File: config.mk
export PLATFORM = sky130hd
export DESIGN_NAME = pbs_sequencer
export DESIGN_NICKNAME = d
export VERILOG_FILES = /design/src/logic/pbs_pkg.sv /design/src/logic/pbs_sequencer.sv
export VERILOG_INCLUDE_DIRS = /design/src /design/src/logic
export SDC_FILE = /design/constraint.sdc
export NUM_CORES = 1
export LEC_CHECK = 0
export ABC_AREA = 1
export BUFFER_PORTS_ARGS = -buffer_cell sky130_fd_sc_hd__buf_2
export CAP_MARGIN = 20
export CORE_MARGIN = 1.5
export CORE_UTILIZATION = 60
export CTS_BUF_LIST = sky130_fd_sc_hd__clkbuf_2 sky130_fd_sc_hd__clkbuf_4 sky130_fd_sc_hd__clkbuf_8
export DETAILED_ROUTE_END_ITERATION = 6
export HOLD_SLACK_MARGIN = 0.05
export PLACE_DENSITY = 0.77
export SLEW_MARGIN = 20
export SYNTH_ARGS = -nofsm -noshare
export SYNTH_HDL_FRONTEND = slang
export SYNTH_SLANG_ARGS = --single-unit
File: constraint.sdc
create_clock -name mclk_i -period 2.3 [get_ports mclk_i]
set_clock_uncertainty 0.15 [all_clocks]
set_input_delay 0.23 -clock mclk_i [delete_from_list [all_inputs] [get_ports mclk_i]]
set_output_delay 0.23 -clock mclk_i [all_outputs]
set_load 0.005 [all_outputs]
File: src/logic/pbs_defines.svh
// timing constants and build options for the pushbutton power sequencer
`ifndef PBS_DEFINES_SVH
`define PBS_DEFINES_SVH
// =====================================================================
// clock and tick
`define PBS_CLK_HZ 125000000
`define PBS_TICK_MS 1
`define PBS_TICK_CYC ((`PBS_CLK_HZ / 1000) * `PBS_TICK_MS)
// kill filter, least time rounds up
`define PBS_KILL_PW_NS 30000
`define PBS_KILL_PW_CYC ((`PBS_KILL_PW_NS + 7) / 8)
// millisecond figures and the forced-off cycle count
`define PBS_ON_DEB_MS 32
`define PBS_BLANK_MS 512
`define PBS_OFF_DEB_MS 32
`define PBS_INT_MS 32
`define PBS_PD_MIN_MS 64
`define PBS_LOCK_MS 256
`define PBS_PD_CYCLES 16
`endif

File: src/logic/pbs_pkg.sv
// types for the pushbutton power sequencer
package pbs_pkg;
  typedef enum logic [3:0] {
    PBS_IDLE, PBS_ON_DEB, PBS_BLANK, PBS_REL_DEB, PBS_NORMAL,
    PBS_INT_HOLD, PBS_PD_TIMER, PBS_LOCKOUT
  } pbs_state_t;
  typedef struct packed {
    pbs_state_t st;
    logic [1:0] pb_sync;
    logic [1:0] kill_sync;
    logic pb_prev;
    logic [16:0] tick_cnt;
    logic tick;
    logic [15:0] ms_cnt;
    logic [4:0] pd_cyc;
    logic [12:0] kill_cnt;
    logic kill_low;
    logic en_act;
    logic supply_en;
    logic pd_req_n;
  } pbs_regs_t;
endpackage : pbs_pkg

File: src/logic/pbs_sequencer.sv
// pushbutton power sequencer: debounce, enable, blanking, interrupt, forced off, lockout
`include "pbs_defines.svh"
`timescale 1ns/1ps
`default_nettype none

module pbs_sequencer
  import pbs_pkg::*;
#(
  parameter logic EN_ACTIVE_HIGH = 1'b1,          // polarity option
  parameter logic [15:0] TURN_ON_EXTRA_DELAY = 16'h0000,   // ms
  parameter logic [15:0] FORCED_OFF_EXTRA_DELAY = 16'h0000, // ms, spread over 16 cycles
  parameter int TICK_CYC = `PBS_TICK_CYC,
  parameter int KILL_PW_CYC = `PBS_KILL_PW_CYC
) (
  // clock and reset
  input wire logic mclk_i,
  input wire logic rst_i,
  // pins
  input wire logic button_in_n_i,
  input wire logic kill_n_i,
  // outputs
  output logic supply_en_o,
  output logic pd_req_n_o
);

  // =====================================================================
  // derived timer lengths
  localparam logic [15:0] ON_MS = 16'(`PBS_ON_DEB_MS) + TURN_ON_EXTRA_DELAY;
  localparam logic [15:0] PD_CYC_MS = 16'((`PBS_PD_MIN_MS - `PBS_OFF_DEB_MS - `PBS_INT_MS) / `PBS_PD_CYCLES)
                                      + 16'(FORCED_OFF_EXTRA_DELAY / 16'(`PBS_PD_CYCLES));
  localparam logic [16:0] TICK_LAST = 17'(TICK_CYC - 1);
  localparam logic [12:0] KILL_LAST = 13'(KILL_PW_CYC - 1);

  pbs_regs_t r_ff;
  pbs_regs_t nxt_r;
  logic pb_low;
  logic kill_low_raw;

  assign pb_low = ~r_ff.pb_sync[1];
  assign kill_low_raw = ~r_ff.kill_sync[1];

  // =====================================================================
  // next-state logic
  always_comb begin
    nxt_r = r_ff;
    nxt_r.pb_sync = {r_ff.pb_sync[0], button_in_n_i};
    nxt_r.kill_sync = {r_ff.kill_sync[0], kill_n_i};
    nxt_r.pb_prev = r_ff.pb_sync[1];
    // millisecond prescaler
    nxt_r.tick = 1'b0;
    if (r_ff.tick_cnt == TICK_LAST) begin
      nxt_r.tick_cnt = 17'h00000;
      nxt_r.tick = 1'b1;
    end else begin
      nxt_r.tick_cnt = r_ff.tick_cnt + 17'h00001;
    end
    // shutdown low filter
    if (!kill_low_raw) begin
      nxt_r.kill_cnt = 13'h0000;
      nxt_r.kill_low = 1'b0;
    end else if (r_ff.kill_cnt == KILL_LAST) begin
      nxt_r.kill_low = 1'b1;
    end else begin
      nxt_r.kill_cnt = r_ff.kill_cnt + 13'h0001;
    end
    if (r_ff.tick) begin
      nxt_r.ms_cnt = r_ff.ms_cnt + 16'h0001;
    end
    unique case (r_ff.st)
      PBS_IDLE: begin
        nxt_r.ms_cnt = 16'h0000;
        if (r_ff.pb_prev && pb_low) begin
          nxt_r.st = PBS_ON_DEB;
        end
      end
      PBS_ON_DEB: begin
        if (!pb_low) begin
          nxt_r.st = PBS_IDLE;
        end else if (r_ff.ms_cnt >= ON_MS) begin
          nxt_r.st = PBS_BLANK;
          nxt_r.en_act = 1'b1;
          nxt_r.ms_cnt = 16'h0000;
        end
      end
      PBS_BLANK: begin
        // inputs not looked at until the window closes
        if (r_ff.ms_cnt >= 16'(`PBS_BLANK_MS)) begin
          nxt_r.ms_cnt = 16'h0000;
          if (kill_low_raw) begin
            nxt_r.en_act = 1'b0;
            nxt_r.st = PBS_IDLE;
          end else begin
            nxt_r.st = PBS_REL_DEB;
          end
        end
      end
      PBS_REL_DEB: begin
        if (r_ff.kill_low) begin
          nxt_r.en_act = 1'b0;
          nxt_r.ms_cnt = 16'h0000;
          nxt_r.st = PBS_LOCKOUT;
        end else if (pb_low) begin
          nxt_r.ms_cnt = 16'h0000;
        end else if (r_ff.ms_cnt >= 16'(`PBS_OFF_DEB_MS)) begin
          nxt_r.ms_cnt = 16'h0000;
          nxt_r.st = PBS_NORMAL;
        end
      end
      PBS_NORMAL: begin
        if (r_ff.kill_low) begin
          nxt_r.en_act = 1'b0;
          nxt_r.ms_cnt = 16'h0000;
          nxt_r.st = PBS_LOCKOUT;
        end else if (!pb_low) begin
          nxt_r.ms_cnt = 16'h0000;
        end else if (r_ff.ms_cnt >= 16'(`PBS_OFF_DEB_MS)) begin
          nxt_r.pd_req_n = 1'b0;
          nxt_r.ms_cnt = 16'h0000;
          nxt_r.st = PBS_INT_HOLD;
        end
      end
      PBS_INT_HOLD: begin
        if (r_ff.kill_low) begin
          nxt_r.en_act = 1'b0;
          nxt_r.pd_req_n = 1'b1;
          nxt_r.ms_cnt = 16'h0000;
          nxt_r.st = PBS_LOCKOUT;
        end else if (r_ff.ms_cnt >= 16'(`PBS_INT_MS)) begin
          nxt_r.ms_cnt = 16'h0000;
          nxt_r.pd_cyc = 5'h00;
          if (pb_low) begin
            nxt_r.st = PBS_PD_TIMER;
          end else begin
            nxt_r.pd_req_n = 1'b1;
            nxt_r.st = PBS_NORMAL;
          end
        end
      end
      PBS_PD_TIMER: begin
        if (r_ff.kill_low) begin
          nxt_r.en_act = 1'b0;
          nxt_r.pd_req_n = 1'b1;
          nxt_r.ms_cnt = 16'h0000;
          nxt_r.st = PBS_LOCKOUT;
        end else if (!pb_low) begin
          nxt_r.pd_req_n = 1'b1;
          nxt_r.ms_cnt = 16'h0000;
          nxt_r.st = PBS_NORMAL;
        end else if (r_ff.pd_cyc == 5'(`PBS_PD_CYCLES)) begin
          nxt_r.en_act = 1'b0;
          nxt_r.pd_req_n = 1'b1;
          nxt_r.ms_cnt = 16'h0000;
          nxt_r.st = PBS_IDLE;
        end else if (r_ff.ms_cnt >= PD_CYC_MS) begin
          nxt_r.ms_cnt = 16'h0000;
          nxt_r.pd_cyc = r_ff.pd_cyc + 5'h01;
        end
      end
      PBS_LOCKOUT: begin
        if (r_ff.ms_cnt >= 16'(`PBS_LOCK_MS)) begin
          nxt_r.st = PBS_IDLE;
        end
      end
      default: begin
        nxt_r.st = PBS_IDLE;
        nxt_r.en_act = 1'b0;
        nxt_r.pd_req_n = 1'b1;
      end
    endcase
    nxt_r.supply_en = (nxt_r.en_act == EN_ACTIVE_HIGH);
  end

  // =====================================================================
  // state register
  always_ff @(posedge mclk_i or posedge rst_i) begin
    if (rst_i) begin
      r_ff <= '{st: PBS_IDLE, pb_sync: 2'h3, kill_sync: 2'h3, pb_prev: 1'b1,
                tick_cnt: 17'h00000, tick: 1'b0, ms_cnt: 16'h0000, pd_cyc: 5'h00,
                kill_cnt: 13'h0000, kill_low: 1'b0, en_act: 1'b0,
                supply_en: ~EN_ACTIVE_HIGH, pd_req_n: 1'b1};
    end else begin
      r_ff <= nxt_r;
    end
  end

  assign supply_en_o = r_ff.supply_en;
  assign pd_req_n_o = r_ff.pd_req_n;

  // =====================================================================
  // assertions
  AST_RESET_OFF: assert property (@(posedge mclk_i) $fell(rst_i) |-> !r_ff.en_act)
    else $error("enable active out of reset");
  AST_ON_NEEDS_PRESS: assert property (@(posedge mclk_i) disable iff (rst_i)
    $rose(r_ff.en_act) |-> $past(r_ff.st) == PBS_ON_DEB && $past(pb_low))
    else $error("enable without press");
  AST_ON_RESTART: assert property (@(posedge mclk_i) disable iff (rst_i)
    r_ff.st == PBS_ON_DEB && !pb_low |=> r_ff.st == PBS_IDLE)
    else $error("turn-on timer not restarted");
  AST_BLANK_HOLDS: assert property (@(posedge mclk_i) disable iff (rst_i)
    r_ff.st == PBS_BLANK && r_ff.ms_cnt < 16'(`PBS_BLANK_MS) |=> r_ff.en_act)
    else $error("enable dropped during blanking");
  AST_ABORT: assert property (@(posedge mclk_i) disable iff (rst_i)
    r_ff.st == PBS_BLANK && r_ff.ms_cnt >= 16'(`PBS_BLANK_MS) && kill_low_raw |=> !r_ff.en_act)
    else $error("abort missed");
  AST_REQ_NO_EN: assert property (@(posedge mclk_i) disable iff (rst_i)
    $fell(r_ff.pd_req_n) |-> r_ff.en_act && $past(r_ff.en_act))
    else $error("request changed enable");
  AST_KILL_OFF: assert property (@(posedge mclk_i) disable iff (rst_i)
    r_ff.kill_low && r_ff.st inside {PBS_NORMAL, PBS_INT_HOLD} |=> !r_ff.en_act)
    else $error("kill did not release enable");
  AST_FORCED_OFF: assert property (@(posedge mclk_i) disable iff (rst_i)
    r_ff.st == PBS_PD_TIMER && !r_ff.kill_low && pb_low && r_ff.pd_cyc == 5'(`PBS_PD_CYCLES)
    |=> !r_ff.en_act && r_ff.pd_req_n)
    else $error("forced off missed");
  AST_POLARITY: assert property (@(posedge mclk_i) disable iff (rst_i)
    supply_en_o == (r_ff.en_act == EN_ACTIVE_HIGH))
    else $error("enable polarity wrong");
  AST_LOCKOUT: assert property (@(posedge mclk_i) disable iff (rst_i)
    r_ff.st == PBS_LOCKOUT |=> r_ff.st inside {PBS_LOCKOUT, PBS_IDLE})
    else $error("lockout left early");

  // =====================================================================
  // state-by-state checks
  // idle never holds the supply on
  AST_IDLE_OFF: assert property (@(posedge mclk_i) disable iff (rst_i)
    r_ff.st == PBS_IDLE |-> !r_ff.en_act)
    else $error("enable active in idle");
  // idle never holds the request low
  AST_IDLE_REQ_HIGH: assert property (@(posedge mclk_i) disable iff (rst_i)
    r_ff.st == PBS_IDLE |-> r_ff.pd_req_n)
    else $error("request low in idle");

  // turn-on debounce keeps the supply off
  AST_ON_DEB_OFF: assert property (@(posedge mclk_i) disable iff (rst_i)
    r_ff.st == PBS_ON_DEB |-> !r_ff.en_act)
    else $error("enable active during turn-on debounce");
  // a full continuous press turns the supply on
  AST_ON_TIME: assert property (@(posedge mclk_i) disable iff (rst_i)
    r_ff.st == PBS_ON_DEB && pb_low && r_ff.ms_cnt >= ON_MS |=> r_ff.st == PBS_BLANK && r_ff.en_act)
    else $error("turn-on not taken");
  // no enable before the turn-on time has run
  AST_ON_NOT_EARLY: assert property (@(posedge mclk_i) disable iff (rst_i)
    r_ff.st == PBS_ON_DEB && r_ff.ms_cnt < ON_MS |=> !r_ff.en_act)
    else $error("enable before turn-on time");

  // blanking is not cut short by either input
  AST_BLANK_STAYS: assert property (@(posedge mclk_i) disable iff (rst_i)
    r_ff.st == PBS_BLANK && r_ff.ms_cnt < 16'(`PBS_BLANK_MS) |=> r_ff.st == PBS_BLANK)
    else $error("blanking left early");
  // a raised shutdown line at blanking end keeps power and debounces release
  AST_BLANK_PASS: assert property (@(posedge mclk_i) disable iff (rst_i)
    r_ff.st == PBS_BLANK && r_ff.ms_cnt >= 16'(`PBS_BLANK_MS) && !kill_low_raw
    |=> r_ff.st == PBS_REL_DEB && r_ff.en_act)
    else $error("blanking end mishandled");
  // a held button restarts the release debounce
  AST_REL_WAIT: assert property (@(posedge mclk_i) disable iff (rst_i)
    r_ff.st == PBS_REL_DEB && pb_low && !r_ff.kill_low |=> r_ff.st == PBS_REL_DEB && r_ff.ms_cnt == 16'h0000)
    else $error("release debounce not restarted");

  // a high button restarts the request debounce
  AST_NORMAL_RESTART: assert property (@(posedge mclk_i) disable iff (rst_i)
    r_ff.st == PBS_NORMAL && !pb_low && !r_ff.kill_low |=> r_ff.ms_cnt == 16'h0000 && r_ff.pd_req_n)
    else $error("request debounce not restarted");
  // the request only falls out of normal operation
  AST_REQ_FROM_NORMAL: assert property (@(posedge mclk_i) disable iff (rst_i)
    $fell(r_ff.pd_req_n) |-> $past(r_ff.st) == PBS_NORMAL && r_ff.st == PBS_INT_HOLD)
    else $error("request from wrong state");
  // request held low through the minimum hold
  AST_REQ_HOLD: assert property (@(posedge mclk_i) disable iff (rst_i)
    r_ff.st == PBS_INT_HOLD && !r_ff.kill_low && r_ff.ms_cnt < 16'(`PBS_INT_MS) |=> !r_ff.pd_req_n)
    else $error("request released early");
  // the request is low only while holding or timing the forced off
  AST_REQ_LOW_STATES: assert property (@(posedge mclk_i) disable iff (rst_i)
    !r_ff.pd_req_n |-> r_ff.st inside {PBS_INT_HOLD, PBS_PD_TIMER})
    else $error("request low in wrong state");
  // a button still low after the hold starts the forced-off timer
  AST_PD_START: assert property (@(posedge mclk_i) disable iff (rst_i)
    r_ff.st == PBS_INT_HOLD && !r_ff.kill_low && r_ff.ms_cnt >= 16'(`PBS_INT_MS) && pb_low
    |=> r_ff.st == PBS_PD_TIMER && !r_ff.pd_req_n)
    else $error("forced-off timer not started");
  // early release keeps the supply and raises the request
  AST_EARLY_RELEASE: assert property (@(posedge mclk_i) disable iff (rst_i)
    r_ff.st == PBS_PD_TIMER && !r_ff.kill_low && !pb_low |=> r_ff.st == PBS_NORMAL && r_ff.en_act && r_ff.pd_req_n)
    else $error("early release mishandled");
  // supply stays on until all cycles are counted
  AST_PD_HOLDS_EN: assert property (@(posedge mclk_i) disable iff (rst_i)
    r_ff.st == PBS_PD_TIMER && !r_ff.kill_low && pb_low && r_ff.pd_cyc < 5'(`PBS_PD_CYCLES) |=> r_ff.en_act)
    else $error("supply dropped before forced-off time");
  // cycle counter never passes its end value
  AST_PD_CYC_RANGE: assert property (@(posedge mclk_i) disable iff (rst_i)
    r_ff.pd_cyc <= 5'(`PBS_PD_CYCLES))
    else $error("forced-off cycle count overrun");

  // lockout keeps everything released
  AST_LOCK_OFF: assert property (@(posedge mclk_i) disable iff (rst_i)
    r_ff.st == PBS_LOCKOUT |-> !r_ff.en_act && r_ff.pd_req_n)
    else $error("outputs active in lockout");
  // lockout lasts its full time
  AST_LOCK_TIME: assert property (@(posedge mclk_i) disable iff (rst_i)
    r_ff.st == PBS_LOCKOUT && r_ff.ms_cnt < 16'(`PBS_LOCK_MS) |=> r_ff.st == PBS_LOCKOUT)
    else $error("lockout too short");

  // the shutdown filter only qualifies after its full count
  AST_KILL_FILTER: assert property (@(posedge mclk_i) disable iff (rst_i)
    $rose(r_ff.kill_low) |-> $past(r_ff.kill_cnt) == KILL_LAST)
    else $error("shutdown qualified too soon");
  // a high shutdown line clears the filter at once
  AST_KILL_CLEAR: assert property (@(posedge mclk_i) disable iff (rst_i)
    !kill_low_raw |=> !r_ff.kill_low)
    else $error("shutdown filter not cleared");
  // the millisecond tick comes with a prescaler wrap
  AST_TICK_WRAP: assert property (@(posedge mclk_i) disable iff (rst_i)
    r_ff.tick |-> r_ff.tick_cnt == 17'h00000)
    else $error("tick without prescaler wrap");

  // scenario covers
  COV_FORCED_OFF: cover property (@(posedge mclk_i) disable iff (rst_i)
    $past(r_ff.st) == PBS_PD_TIMER && r_ff.st == PBS_IDLE);
  COV_POWER_ON: cover property (@(posedge mclk_i) disable iff (rst_i) $rose(r_ff.en_act));
  COV_ABORT: cover property (@(posedge mclk_i) disable iff (rst_i)
    $past(r_ff.st) == PBS_BLANK && r_ff.st == PBS_IDLE);
  COV_REQ: cover property (@(posedge mclk_i) disable iff (rst_i) $fell(r_ff.pd_req_n));
  COV_LOCK: cover property (@(posedge mclk_i) disable iff (rst_i) $rose(r_ff.st == PBS_LOCKOUT));

endmodule : pbs_sequencer
`default_nettype wire

==> results of run 1 <==
## power by group
group	switching, mW	internal [mW]
Clock	0.461	0.833
Sequential	0.0657	1.15
Combinational	0.466	0.200
## kinds of logic (layout without fill, tap and decap cells)
group	Yosys count	in the layout	share of synthesized area
xor+xnor	24	24	0.0550
flops	63	63	0.415
compound gates	30	30	0.0455
fa+ha+maj	7	7	0.0229
simple gates	318	318	0.379
buf+inv	77	94	0.0825
## final timing paths
check                              to  slack, ns  depth (start not counted)  startpoint
min reg2reg                 nxt_r[56]       0.21                          0   nxt_r[60]
max                          r_ff[33]       0.41                          9    r_ff[35]
max reg2reg                  r_ff[33]       0.41                          9    r_ff[35]
min in group asynchronous    r_ff[40]       0.34                          4       rst_i
max in group asynchronous  pd_req_n_o       1.36                          4       rst_i
min                         nxt_r[56]       0.21                          0   nxt_r[60]
## worst register-to-register path, stage by stage, from the launching register on
cell	delay [ns]
dfrtp_1	0.43
nor2_1	0.08
nand2_1	0.16
nor2_4	0.08
nand2_2	0.10
nand2_2	0.06
nand2_1	0.09
nand2_2	0.07
nor2_4	0.44
nor2_1	0.09
## state kept, by name, summed over array words and instances (netlist names)
name / count
supply_en_o: 1
pd_req_n_o: 1
nxt_r: 3
r_ff: 58
## area by class of cell
| class | count | area share |
|---|---|---|
| multi-input cells | 379 | 0.457 |
| flip-flops and latches | 63 | 0.377 |
| inverters | 69 | 0.0616 |
| clock inverters | 7 | 0.0345 |
| clock buffers | 9 | 0.0295 |
| well taps | 75 | 0.0223 |
| repair buffers | 9 | 0.0179 |
## layout by cell type, fill, tap and decap left out, types with 2 or more instances in the layout
master | netlist | final
buf_2 | 5 | 5
nor4_1 | 10 | 10
xor2_1 | 22 | 22
dfrtp_1 | 57 | 57
inv_2 | 3 | 4
clkbuf_8 | 0 | 9
nand2_2 | 5 | 5
dlygate4sd3_1 | 0 | 3
nor3_1 | 18 | 18
nor2_2 | 15 | 15
nand3_1 | 46 | 46
or2_2 | 3 | 3
nor2_1 | 70 | 70
bufinv_16 | 0 | 4
o21a_1 | 2 | 2
inv_1 | 66 | 65
nand4_1 | 14 | 14
clkinv_4 | 0 | 2
xnor2_1 | 2 | 2
nor2_4 | 3 | 3
dfstp_2 | 6 | 6
nand3_2 | 2 | 2
o21bai_1 | 5 | 5
a21oi_1 | 10 | 10
o21ai_0 | 10 | 10
nand2_1 | 128 | 128
ha_1 | 7 | 7
## routing by layer
layer,part of all wire,wire length [um],track usage
met4,0.032,249,0.113
met2,0.47,3740,0.416
met1,0.44,3500,0.346
met3,0.052,409,0.0590
met5,0,0,0
==> key figures, run 1 <==
Floorplan
  – DIE AREA: 6850 um^2
  – Die Width: 82.8 um
  – Initial core utilization: 0.634
  – Die Y: 82.8 um
  – IO Count: 6
  – Rows: 28
  – Core Area: around 6000 um^2

Power and ir drop
  – Total Power: about 3.2 mW
  – PD cells: around 760 nW/um^2
  – Worst vdd ir: 0.554 mV
  – Static Leakage: between 1.5 and 2 nW

Detailed routing
  – Vias per cell: 5.53
  – Initial drt markers: 216
  – Antenna viol nets, final: 0
  – Avg WL per Cell: 12.9 um
  – DR DRC count: 0
  – Detailed-router iteration count before antenna repair: 5
  – Vias: about 3.4k
  – Wirelength, routed: roughly 8000 um

Place
  – HPWL after DPL: 5580 um
  – DP Area: around 3900 um^2
  – I/O Buffers: 5
  – GPL Wtd Cong: 1.06
  – Dpl cells: 592
  – Place WS: 0.430 ns

Synth
  – Mapped Avg Cell Area: between 7 and 8 um^2
  – Cell area after synthesis: 3820 um^2
  – Ys Warns: 0
  – Seq cells post-synth: 63
  – Top_reg_cell synth: dfrtp_1
  – Top-count cell post-synth: nand2_1
  – Asr flop ratio synth: 1.00
  – Synth top area share: 0.373
  – Largest cells by area after synthesis: dfrtp_1, nand2_1, nor2_1, inv_1, nand3_1
  – Synth Instances: between 500 and 600
  – Library cells used by synthesis: 33
  – Sequential share of the synthesized area: 0.415
  – Commonest cells post-synth: nand2_1, nor2_1, inv_1, dfrtp_1, nand3_1
  – Syn_nets: 530
  – Post-synth top area cell: dfrtp_1
  – EDFF count, synth: 0

Clock tree
  – Clock latency on the worst-skew pair: 0.35 ns
  – Cts-stage hold buffer count: 3
  – CTS buffer count: 9
  – Bufs on Longest Clock Path: 2
  – Resized cells post-CTS: 0
  – CTS H-tree lvls: 3
  – CTS tree: done
  – # clock sinks: 63
  – Post-CTS setup buffers: 0
  – Clk slew on worst S/H paths: 0.07 ns
  – CTS root buf: clkbuf_8

Setup path
  – CP peak stage delay: 0.44 ns
  – Crit Path Max Fanout: 16
  – Buf/Inv on CP: 0
  – Worst path top cell family by delay: simple AND/OR/NAND/NOR gates
  – Slowest CP cell: nor2_4
  – CP most frequent cell: nand2_2
  – Worst Path Required: 2.37 ns
  – Startpoint Class: flop
  – Crit. End Element: flop
  – WP data arrival: roughly 2.0 ns
  – Setup Crit Path Kind: flop to flop
  – Worst-path cell chain: nor2_1 -> nand2_1 -> nor2_4 -> nand2_2 -> nand2_2 -> nand2_1 -> nand2_2 -> nor2_4 -> nor2_1

GRT
  – Vias in the first global route: 3065
  – Largest net degree at the start of global routing: 64
  – GRT Overall Usage: 0.263
  – Initial antenna violation count: 0
  – Grt total ovfl: 0
  – First-pass GRT wire length: roughly 14000 um

STA
  – Slew at the pin closest to its max-slew limit: 0.538 ns
  – Hold_ws: 0.207 ns
  – Final hold viol count: 0
  – Unrepaired setup endpoints after global routing: false
  – Crit share post-route: 0.822
  – Slew Limit Fails: 0
  – Slack of the critical path: about 0.41 ns
  – Setup tns final: 0 ns
  – Fin crit period: between 1.5 and 2 ns
  – Worst slew margin: 0.640
  – Final Setup Violations: 0
  – Highest clock rate: 529 MHz

Layout
  – Reg area: 1580 um^2
  – Area of the multi-input gates: 1920 um^2
  – Layout cells sized above 1: 0.118
  – Post-Layout Cell Count: 611
  – Final core occ: 0.697
  – # fillers: 508
  – ANT cells: 0
  – Area Growth Syn to Fin: 9.99%
  – Cell area after layout: 4200 um^2
  – Nets: 542

Outcome
  – Status: completed

Hold path
  – Worst Hold Class: flop to flop

Flow run
  – Max Cap Violations: 0
(Power assumes the default switching activity.)
==> run 2: changes to the inputs <==
==> constraint.sdc (replaced) <==
create_clock -name mclk_i -period 2 [get_ports mclk_i]
set_clock_uncertainty 0.15 [all_clocks]
set_input_delay 0.2 -clock mclk_i [delete_from_list [all_inputs] [get_ports mclk_i]]
set_output_delay 0.2 -clock mclk_i [all_outputs]
set_load 0.005 [all_outputs]
==> run 2 against run 1 <==
Net effect: routed wire length down 5.0%; core utilization down 0.29 points; highest routed layer unchanged; flip-flop and latch count stayed put; largest power group is now registers; clock power down 11%; worst setup slack got worse by 0.28 ns; via count is 0.98% lower.
==> key figures, run 2 (synthesized netlist as in run 1, its figures left out) <==
Outcome
  – Status: completed

Detailed routing
  – Vias: 3347 (-0.98%)
  – Detailed-router iteration count before antenna repair: 5 (unchanged)
  – Wirelength, routed: 7500 um (-5.0%)
  – Antenna viol nets, final: 0 (unchanged)
  – Vias per cell: 5.43 (-1.8%)
  – Initial drt markers: 217 (+0.46%)
  – Avg WL per Cell: 12.2 um (-5.7%)
  – DR DRC count: 0 (unchanged)

Floorplan
  – Core Area: 6030 um^2 (unchanged)
  – IO Count: 6 (unchanged)
  – Die Y: 82.8 um (unchanged)
  – DIE AREA: 6850 um^2 (unchanged)
  – Die Width: 82.8 um (unchanged)
  – Rows: 28 (unchanged)
  – Initial core utilization: 0.634 (unchanged)

Place
  – GPL Wtd Cong: 1.03 (-2.7%)
  – Dpl cells: 597 (+0.84%)
  – I/O Buffers: 5 (unchanged)
  – HPWL after DPL: 5400 um (-3.2%)

Setup path
  – Worst-path cell chain: inv_1 -> nor2_1 -> nand2_1 -> nand2_1 -> nand3_1 -> nand3_2 -> nor2_4 -> nor2_1
  – CP peak stage delay: 0.47 ns (+0.03 ns)
  – Crit Path Max Fanout: 16 (unchanged)
  – Worst path top cell family by delay: simple AND/OR/NAND/NOR gates
  – Setup Crit Path Kind: flop to flop
  – Buf/Inv on CP: 1 (+1)
  – Slowest CP cell: nor2_4
  – WP data arrival: 1.90 ns (-0.06 ns)
  – Crit. End Element: flop
  – Worst Path Required: 2.02 ns (-0.35 ns)
  – Startpoint Class: flop

Layout
  – Commonest non-fill, non-tap cell in the layout: nand2_1
  – Most flop-heavy register: r_ff
  – Area of the multi-input gates: 1920 um^2 (+0.13%)
  – Area Growth Syn to Fin: 9.53%
  – Reg area: 1590 um^2 (+0.16%)
  – ANT cells: 0 (unchanged)
  – Most frequent cells in the layout: nand2_1, nor2_1, inv_1
  – Layout cells sized above 1: 0.131 (+0.0137)
  – Post-Layout Cell Count: 616 (+0.82%)
  – Nets: 547 (+0.92%)
  – # fillers: 479 (-5.7%)
  – Max reg flops: 58 (unchanged)

Power and ir drop
  – PD cells: 795 nW/um^2 (+5.1%)
  – Worst vdd ir: 0.659 mV (+19%)
  – Static Leakage: 1.98 nW (about the same)

STA
  – Worst slew margin: 0.630 (-0.00978)
  – Final Setup Violations: 0 (unchanged)
  – Unrepaired setup endpoints after global routing: false
  – Slew Limit Fails: 0 (unchanged)
  – Final hold viol count: 0 (unchanged)
  – Fin crit period: 1.88 ns (-0.0156 ns)
  – Setup tns final: 0 ns (unchanged)
  – Slew at the pin closest to its max-slew limit: 0.553 ns (+0.0153 ns)
  – Crit share post-route: 0.938 (+0.116)
  – Highest clock rate: 533 MHz (+0.83%)

Clock tree
  – Clock latency on the worst-skew pair: 0.33 ns (-0.02 ns)
  – CTS buffer count: 9 (unchanged)
  – Post-CTS setup buffers: 0 (unchanged)
  – CTS tree: done
  – Clk slew on worst S/H paths: 0.07 ns (about the same)
  – CTS root buf: clkbuf_8
  – Bufs on Longest Clock Path: 2 (unchanged)
  – # clock sinks: 63 (unchanged)
  – CTS H-tree lvls: 3 (unchanged)

GRT
  – Vias in the first global route: 3067 (+0.065%)
  – Initial antenna violation count: 0 (unchanged)
  – Grt total ovfl: 0 (unchanged)
  – First-pass GRT wire length: 13000 um (-3.9%)
  – GRT Overall Usage: 0.247 (-0.0156)
  – Largest net degree at the start of global routing: 46 (-28%)

Flow run
  – Max Cap Violations: 0 (unchanged)

Hold path
  – Worst Hold Class: flop to flop
[run 2: cell types whose count changed in the layout (fill, tap and decap cells not counted), sizes merged]
cell	change
buf	+5
clkbuf	+4
clkinv	-1
bufinv	-3
[run 2: what timing repair did]
action | in CTS | in global routing
setup endpoints to repair | 0 | 2
resized for setup | 0 | 3
hold buffers | 3 | 0
hold endpoints to repair | 20 | 0
[run 2: final timing paths]
check | from | endpoint | slack [ns] | depth (start not counted)
min | nxt_r[60] | nxt_r[56] | 0.21 | 0
max reg2reg | nxt_r[56] | r_ff[33] | 0.12 | 8
max | nxt_r[56] | r_ff[33] | 0.12 | 8
min reg2reg | nxt_r[60] | nxt_r[56] | 0.21 | 0
max in group asynchronous | rst_i | r_ff[58] | 0.82 | 4
min in group asynchronous | rst_i | r_ff[19] | 0.27 | 3
[run 2: where the power goes]
group          switching (mW)  internal [mW]  total (mW)
Combinational           0.540          0.233       0.773
Clock                   0.480          0.671        1.15
Sequential             0.0754           1.33        1.40
[run 2: layout make-up]
cell class	count	area share
Clock buffer	13	0.0398
Clock inverter	3	0.0102
Inverter	69	0.0619
Multi-Input combinational cell	379	0.460
Sequential cell	63	0.379
Tap cell	75	0.0224
Timing Repair Buffer	14	0.0269
[run 2: layer usage]
metal	vias to the layer above	routed length [um]	part of all wire	track usage
met2	88	3550	0.47	0.407
met4	0	113	0.015	0.100
li1	1692	-	-	-
met1	1550	3510	0.47	0.316
met3	17	330	0.044	0.0536
met5	-	0	0	0
[run 2: per-stage QoR]
stage	utilization	hold WS (ns)	total power [mW]	cell area, um^2	setup WS (ns)
floorplan	-	0.0545	2.08	3820	0.0902
global placement	0.654	0.0643	2.17	3940	0.123
detailed placement	0.654	0.0785	2.18	3940	0.141
CTS	0.694	0.209	3.35	4180	0.136
global route	0.694	0.214	3.51	4180	0.00716
finish	0.694	0.208	3.33	4180	0.125
==> run 3: changes to the inputs <==
--- a/config.mk
+++ b/config.mk
@@ -6,15 +6,14 @@
 export SDC_FILE = /design/constraint.sdc
 export NUM_CORES = 1
 export LEC_CHECK = 0
-export ABC_AREA = 1
 export BUFFER_PORTS_ARGS = -buffer_cell sky130_fd_sc_hd__buf_2
 export CAP_MARGIN = 20
 export CORE_MARGIN = 1.5
-export CORE_UTILIZATION = 60
+export CORE_UTILIZATION = 30
 export CTS_BUF_LIST = sky130_fd_sc_hd__clkbuf_2 sky130_fd_sc_hd__clkbuf_4 sky130_fd_sc_hd__clkbuf_8
 export DETAILED_ROUTE_END_ITERATION = 6
 export HOLD_SLACK_MARGIN = 0.05
-export PLACE_DENSITY = 0.77
+export RECOVER_POWER = 50
 export SLEW_MARGIN = 20
 export SYNTH_ARGS = -nofsm -noshare
 export SYNTH_HDL_FRONTEND = slang
==> run 3 against run 2 <==
Net effect: the run now ends with negative setup slack left; flip-flop and latch count is the same; non-clock buffer count up 30; final area fell by 2.0%; global-route usage down 12 points; first-iteration DRC count fell by 37%; maximum frequency is 7.5% lower; hold slack worse by 0.00081 ns; highest routed layer unchanged.
==> key figures, run 3 <==
Outcome
  – Status: finished with violations
  – Failing checks: negative setup slack

Layout
  – ANT cells: 0 (unchanged)
  – Area Growth Syn to Fin: 21.0%
  – Nets: 391 (-29%)
  – Layout cells sized above 1: 0.262 (+0.131)
  – Max reg flops: 58 (unchanged)
  – Most flop-heavy register: r_ff
  – Commonest non-fill, non-tap cell in the layout: dfrtp_1
  – Most frequent cells in the layout: dfrtp_1, buf_4, nor2_1

Clock tree
  – # clock sinks: 63 (unchanged)
  – Clock latency on the worst-skew pair: 0.34 ns (about the same)
  – CTS root buf: clkbuf_8
  – Bufs on Longest Clock Path: 2 (unchanged)
  – CTS tree: done
  – CTS buffer count: 9 (unchanged)
  – CTS H-tree lvls: 3 (unchanged)
  – Clk slew on worst S/H paths: 0.07 ns (about the same)

Synth
  – Top-count cell post-synth: dfrtp_1
  – Seq cells post-synth: 63 (unchanged)
  – Commonest cells post-synth: dfrtp_1, nor2_1, nand2_1, xor2_1
  – Post-synth top area cell: dfrtp_1
  – Largest cells by area after synthesis: dfrtp_1, xor2_1, dfstp_2, xnor2_1, nor2_1
  – Syn_nets: 347 (-35%)
  – Sequential share of the synthesized area: 0.467 (+0.0527)
  – EDFF count, synth: 0 (unchanged)
  – Synth top area share: 0.421 (+0.0474)
  – Cell area after synthesis: 3390 um^2 (-11%)
  – Library cells used by synthesis: 56 (+70%)
  – Mapped Avg Cell Area: 10.1 um^2 (+37%)
  – Synth Instances: 336 (-35%)
  – Asr flop ratio synth: 1.00 (unchanged)
  – Ys Warns: 0 (unchanged)
  – Top_reg_cell synth: dfrtp_1

Floorplan
  – Initial core utilization: 0.310 (-0.324)
  – Rows: 38 (+36%)
  – Core Area: 10900 um^2 (+81%)
  – DIE AREA: 11900 um^2 (+74%)
  – Die Y: 109 um (+32%)
  – Die Width: 109 um (+32%)
  – IO Count: 6 (unchanged)

GRT
  – First-pass GRT wire length: 11700 um (-9.9%)
  – Vias in the first global route: 2576 (-16%)
  – Initial antenna violation count: 0 (unchanged)
  – Grt total ovfl: 0 (unchanged)
  – Largest net degree at the start of global routing: 55 (+20%)
  – GRT Overall Usage: 0.125 (-0.123)

Setup path
  – Setup Crit Path Kind: flop to flop
  – Crit. End Element: flop
  – Startpoint Class: flop
  – WP data arrival: 2.14 ns (+0.24 ns)
  – Crit Path Max Fanout: 6 (-10)
  – Worst Path Required: 2.12 ns (+0.10 ns)

Hold path
  – Worst Hold Class: flop to flop

STA
  – Slew at the pin closest to its max-slew limit: 0.740 ns (+0.186 ns)
  – Slew Limit Fails: 0 (unchanged)
  – Worst slew margin: 0.507 (-0.123)
  – Final hold viol count: 0 (unchanged)
  – Final Setup Violations: 4 (+4)
  – Crit share post-route: 1.01 (+0.0759)
  – Highest clock rate: 493 MHz (-7.5%)
  – Unrepaired setup endpoints after global routing: true
  – Slack of the critical path: -0.0271 ns (-0.152 ns)
  – Setup tns final: -0.0696 ns (-0.0696 ns)
  – Fin crit period: 2.03 ns (+0.152 ns)

Place
  – GPL Wtd Cong: 0.840 (-19%)
  – Place WS: -0.0119 ns (-0.153 ns)
  – I/O Buffers: 5 (unchanged)
  – HPWL after DPL: 4590 um (-15%)

Power and ir drop
  – PD cells: 962 nW/um^2 (+21%)
  – Static Leakage: 1.75 nW (-12%)
  – Worst vdd ir: 0.373 mV (-43%)
  – Total Power: 3.94 mW (+19%)

Detailed routing
  – Wirelength, routed: 6830 um (-9.0%)
  – Avg WL per Cell: 13.0 um (+6.8%)
  – Detailed-router iteration count before antenna repair: 4 (-1)
  – Vias per cell: 4.97 (-8.5%)
  – Antenna viol nets, final: 0 (unchanged)
  – Vias: 2609 (-22%)
  – DR DRC count: 0 (unchanged)
  – Initial drt markers: 136 (-37%)

Flow run
  – Max Cap Violations: 0 (unchanged)
run 3: changes by cell type after synthesis, moves of 7 or more:
cell     previous run  this run
nand2_1           128        21
inv_1              66        11
nor2_1             70        32
nand3_1            46        17
nor2_2             15         0
xnor2_1             2        17
a21oi_2             0        11
nor3_1             18         7
and3_1              0         8
nor2b_1             0         7
run 3: what timing repair did:
action | CTS | global route
cloned | 0 | 1
pin swaps | 4 | 22
gates resized for setup | 2 | 20
endpoints found under the setup margin | 4 | 24
setup buffers | 0 | 2
hold buffers | 3 | 0
endpoints found under the hold margin | 61 | 0
run 3: final cells by class:
cell class                      instances  area (um^2)
Clock inverter                          3         17.5
Clock buffer                           13          166
Fill cell                            1092         6840
Sequential cell                        63         1590
Multi-Input combinational cell        251         1790
Timing Repair Buffer                   44          325
Inverter                               11         41.3
Tap cell                              140          175
run 3: logic make-up after synthesis:
kind of cell | share of synthesized area
xor gates and xnor gates | 0.0982
buffers and inverters | 0.0354
and+or+nand+nor | 0.227
DFF | 0.467
adders and majority gates | 0.0258
AOI/OAI and AO/OA | 0.138
muxes | 0.00886
run 3: stage by stage:
step,hold slack (ns),cells,cell area (um^2),utilization
after global placement,-0.0134,503,3780,0.346
after global routing,0.209,525,4100,0.375
after detailed placement,-0.0113,503,3780,0.346
after floorplan,0.0545,336,3390,-
after CTS,0.168,522,4010,0.366
final,0.207,525,4100,0.375
run 3: report_power, final:
| group | switching [mW] | internal, mW | total, mW | leakage (nW) |
|---|---|---|---|---|
| sequential | 0.139 | 1.35 | 1.49 | 0.829 |
| combinational | 0.797 | 0.643 | 1.44 | 0.820 |
| clock | 0.473 | 0.541 | 1.01 | 0.0963 |
run 3: worst max-delay path, stage by stage (launching register included):
cell and delay (ns):
dfrtp_1 0.39, or4_4 0.58, nor3_4 0.28, a222oi_1 0.13, buf_4 0.19, and3_4 0.15
o21ai_2 0.09
run 3: path summary, 6_finish.rpt:
path | from | endpoint | slack [ns] | cells past startpoint
worst max-delay path | r_ff[32] | r_ff[61] | -0.03 | 6
worst min-delay path | nxt_r[58] | r_ff[58] | 0.21 | 0
worst max register to register | r_ff[32] | r_ff[61] | -0.03 | 6
worst min register to register | nxt_r[58] | r_ff[58] | 0.21 | 0
max in group asynchronous | rst_i | r_ff[63] | 0.35 | 4
min in group asynchronous | rst_i | r_ff[8] | 0.23 | 3
run 3: layer usage:
metal	routed length [um]	GRT usage	part of all wire
met5	0	0	0
met4	57	0.0473	0.0083
met3	189	0.0350	0.028
met2	3150	0.198	0.46
met1	3440	0.161	0.50
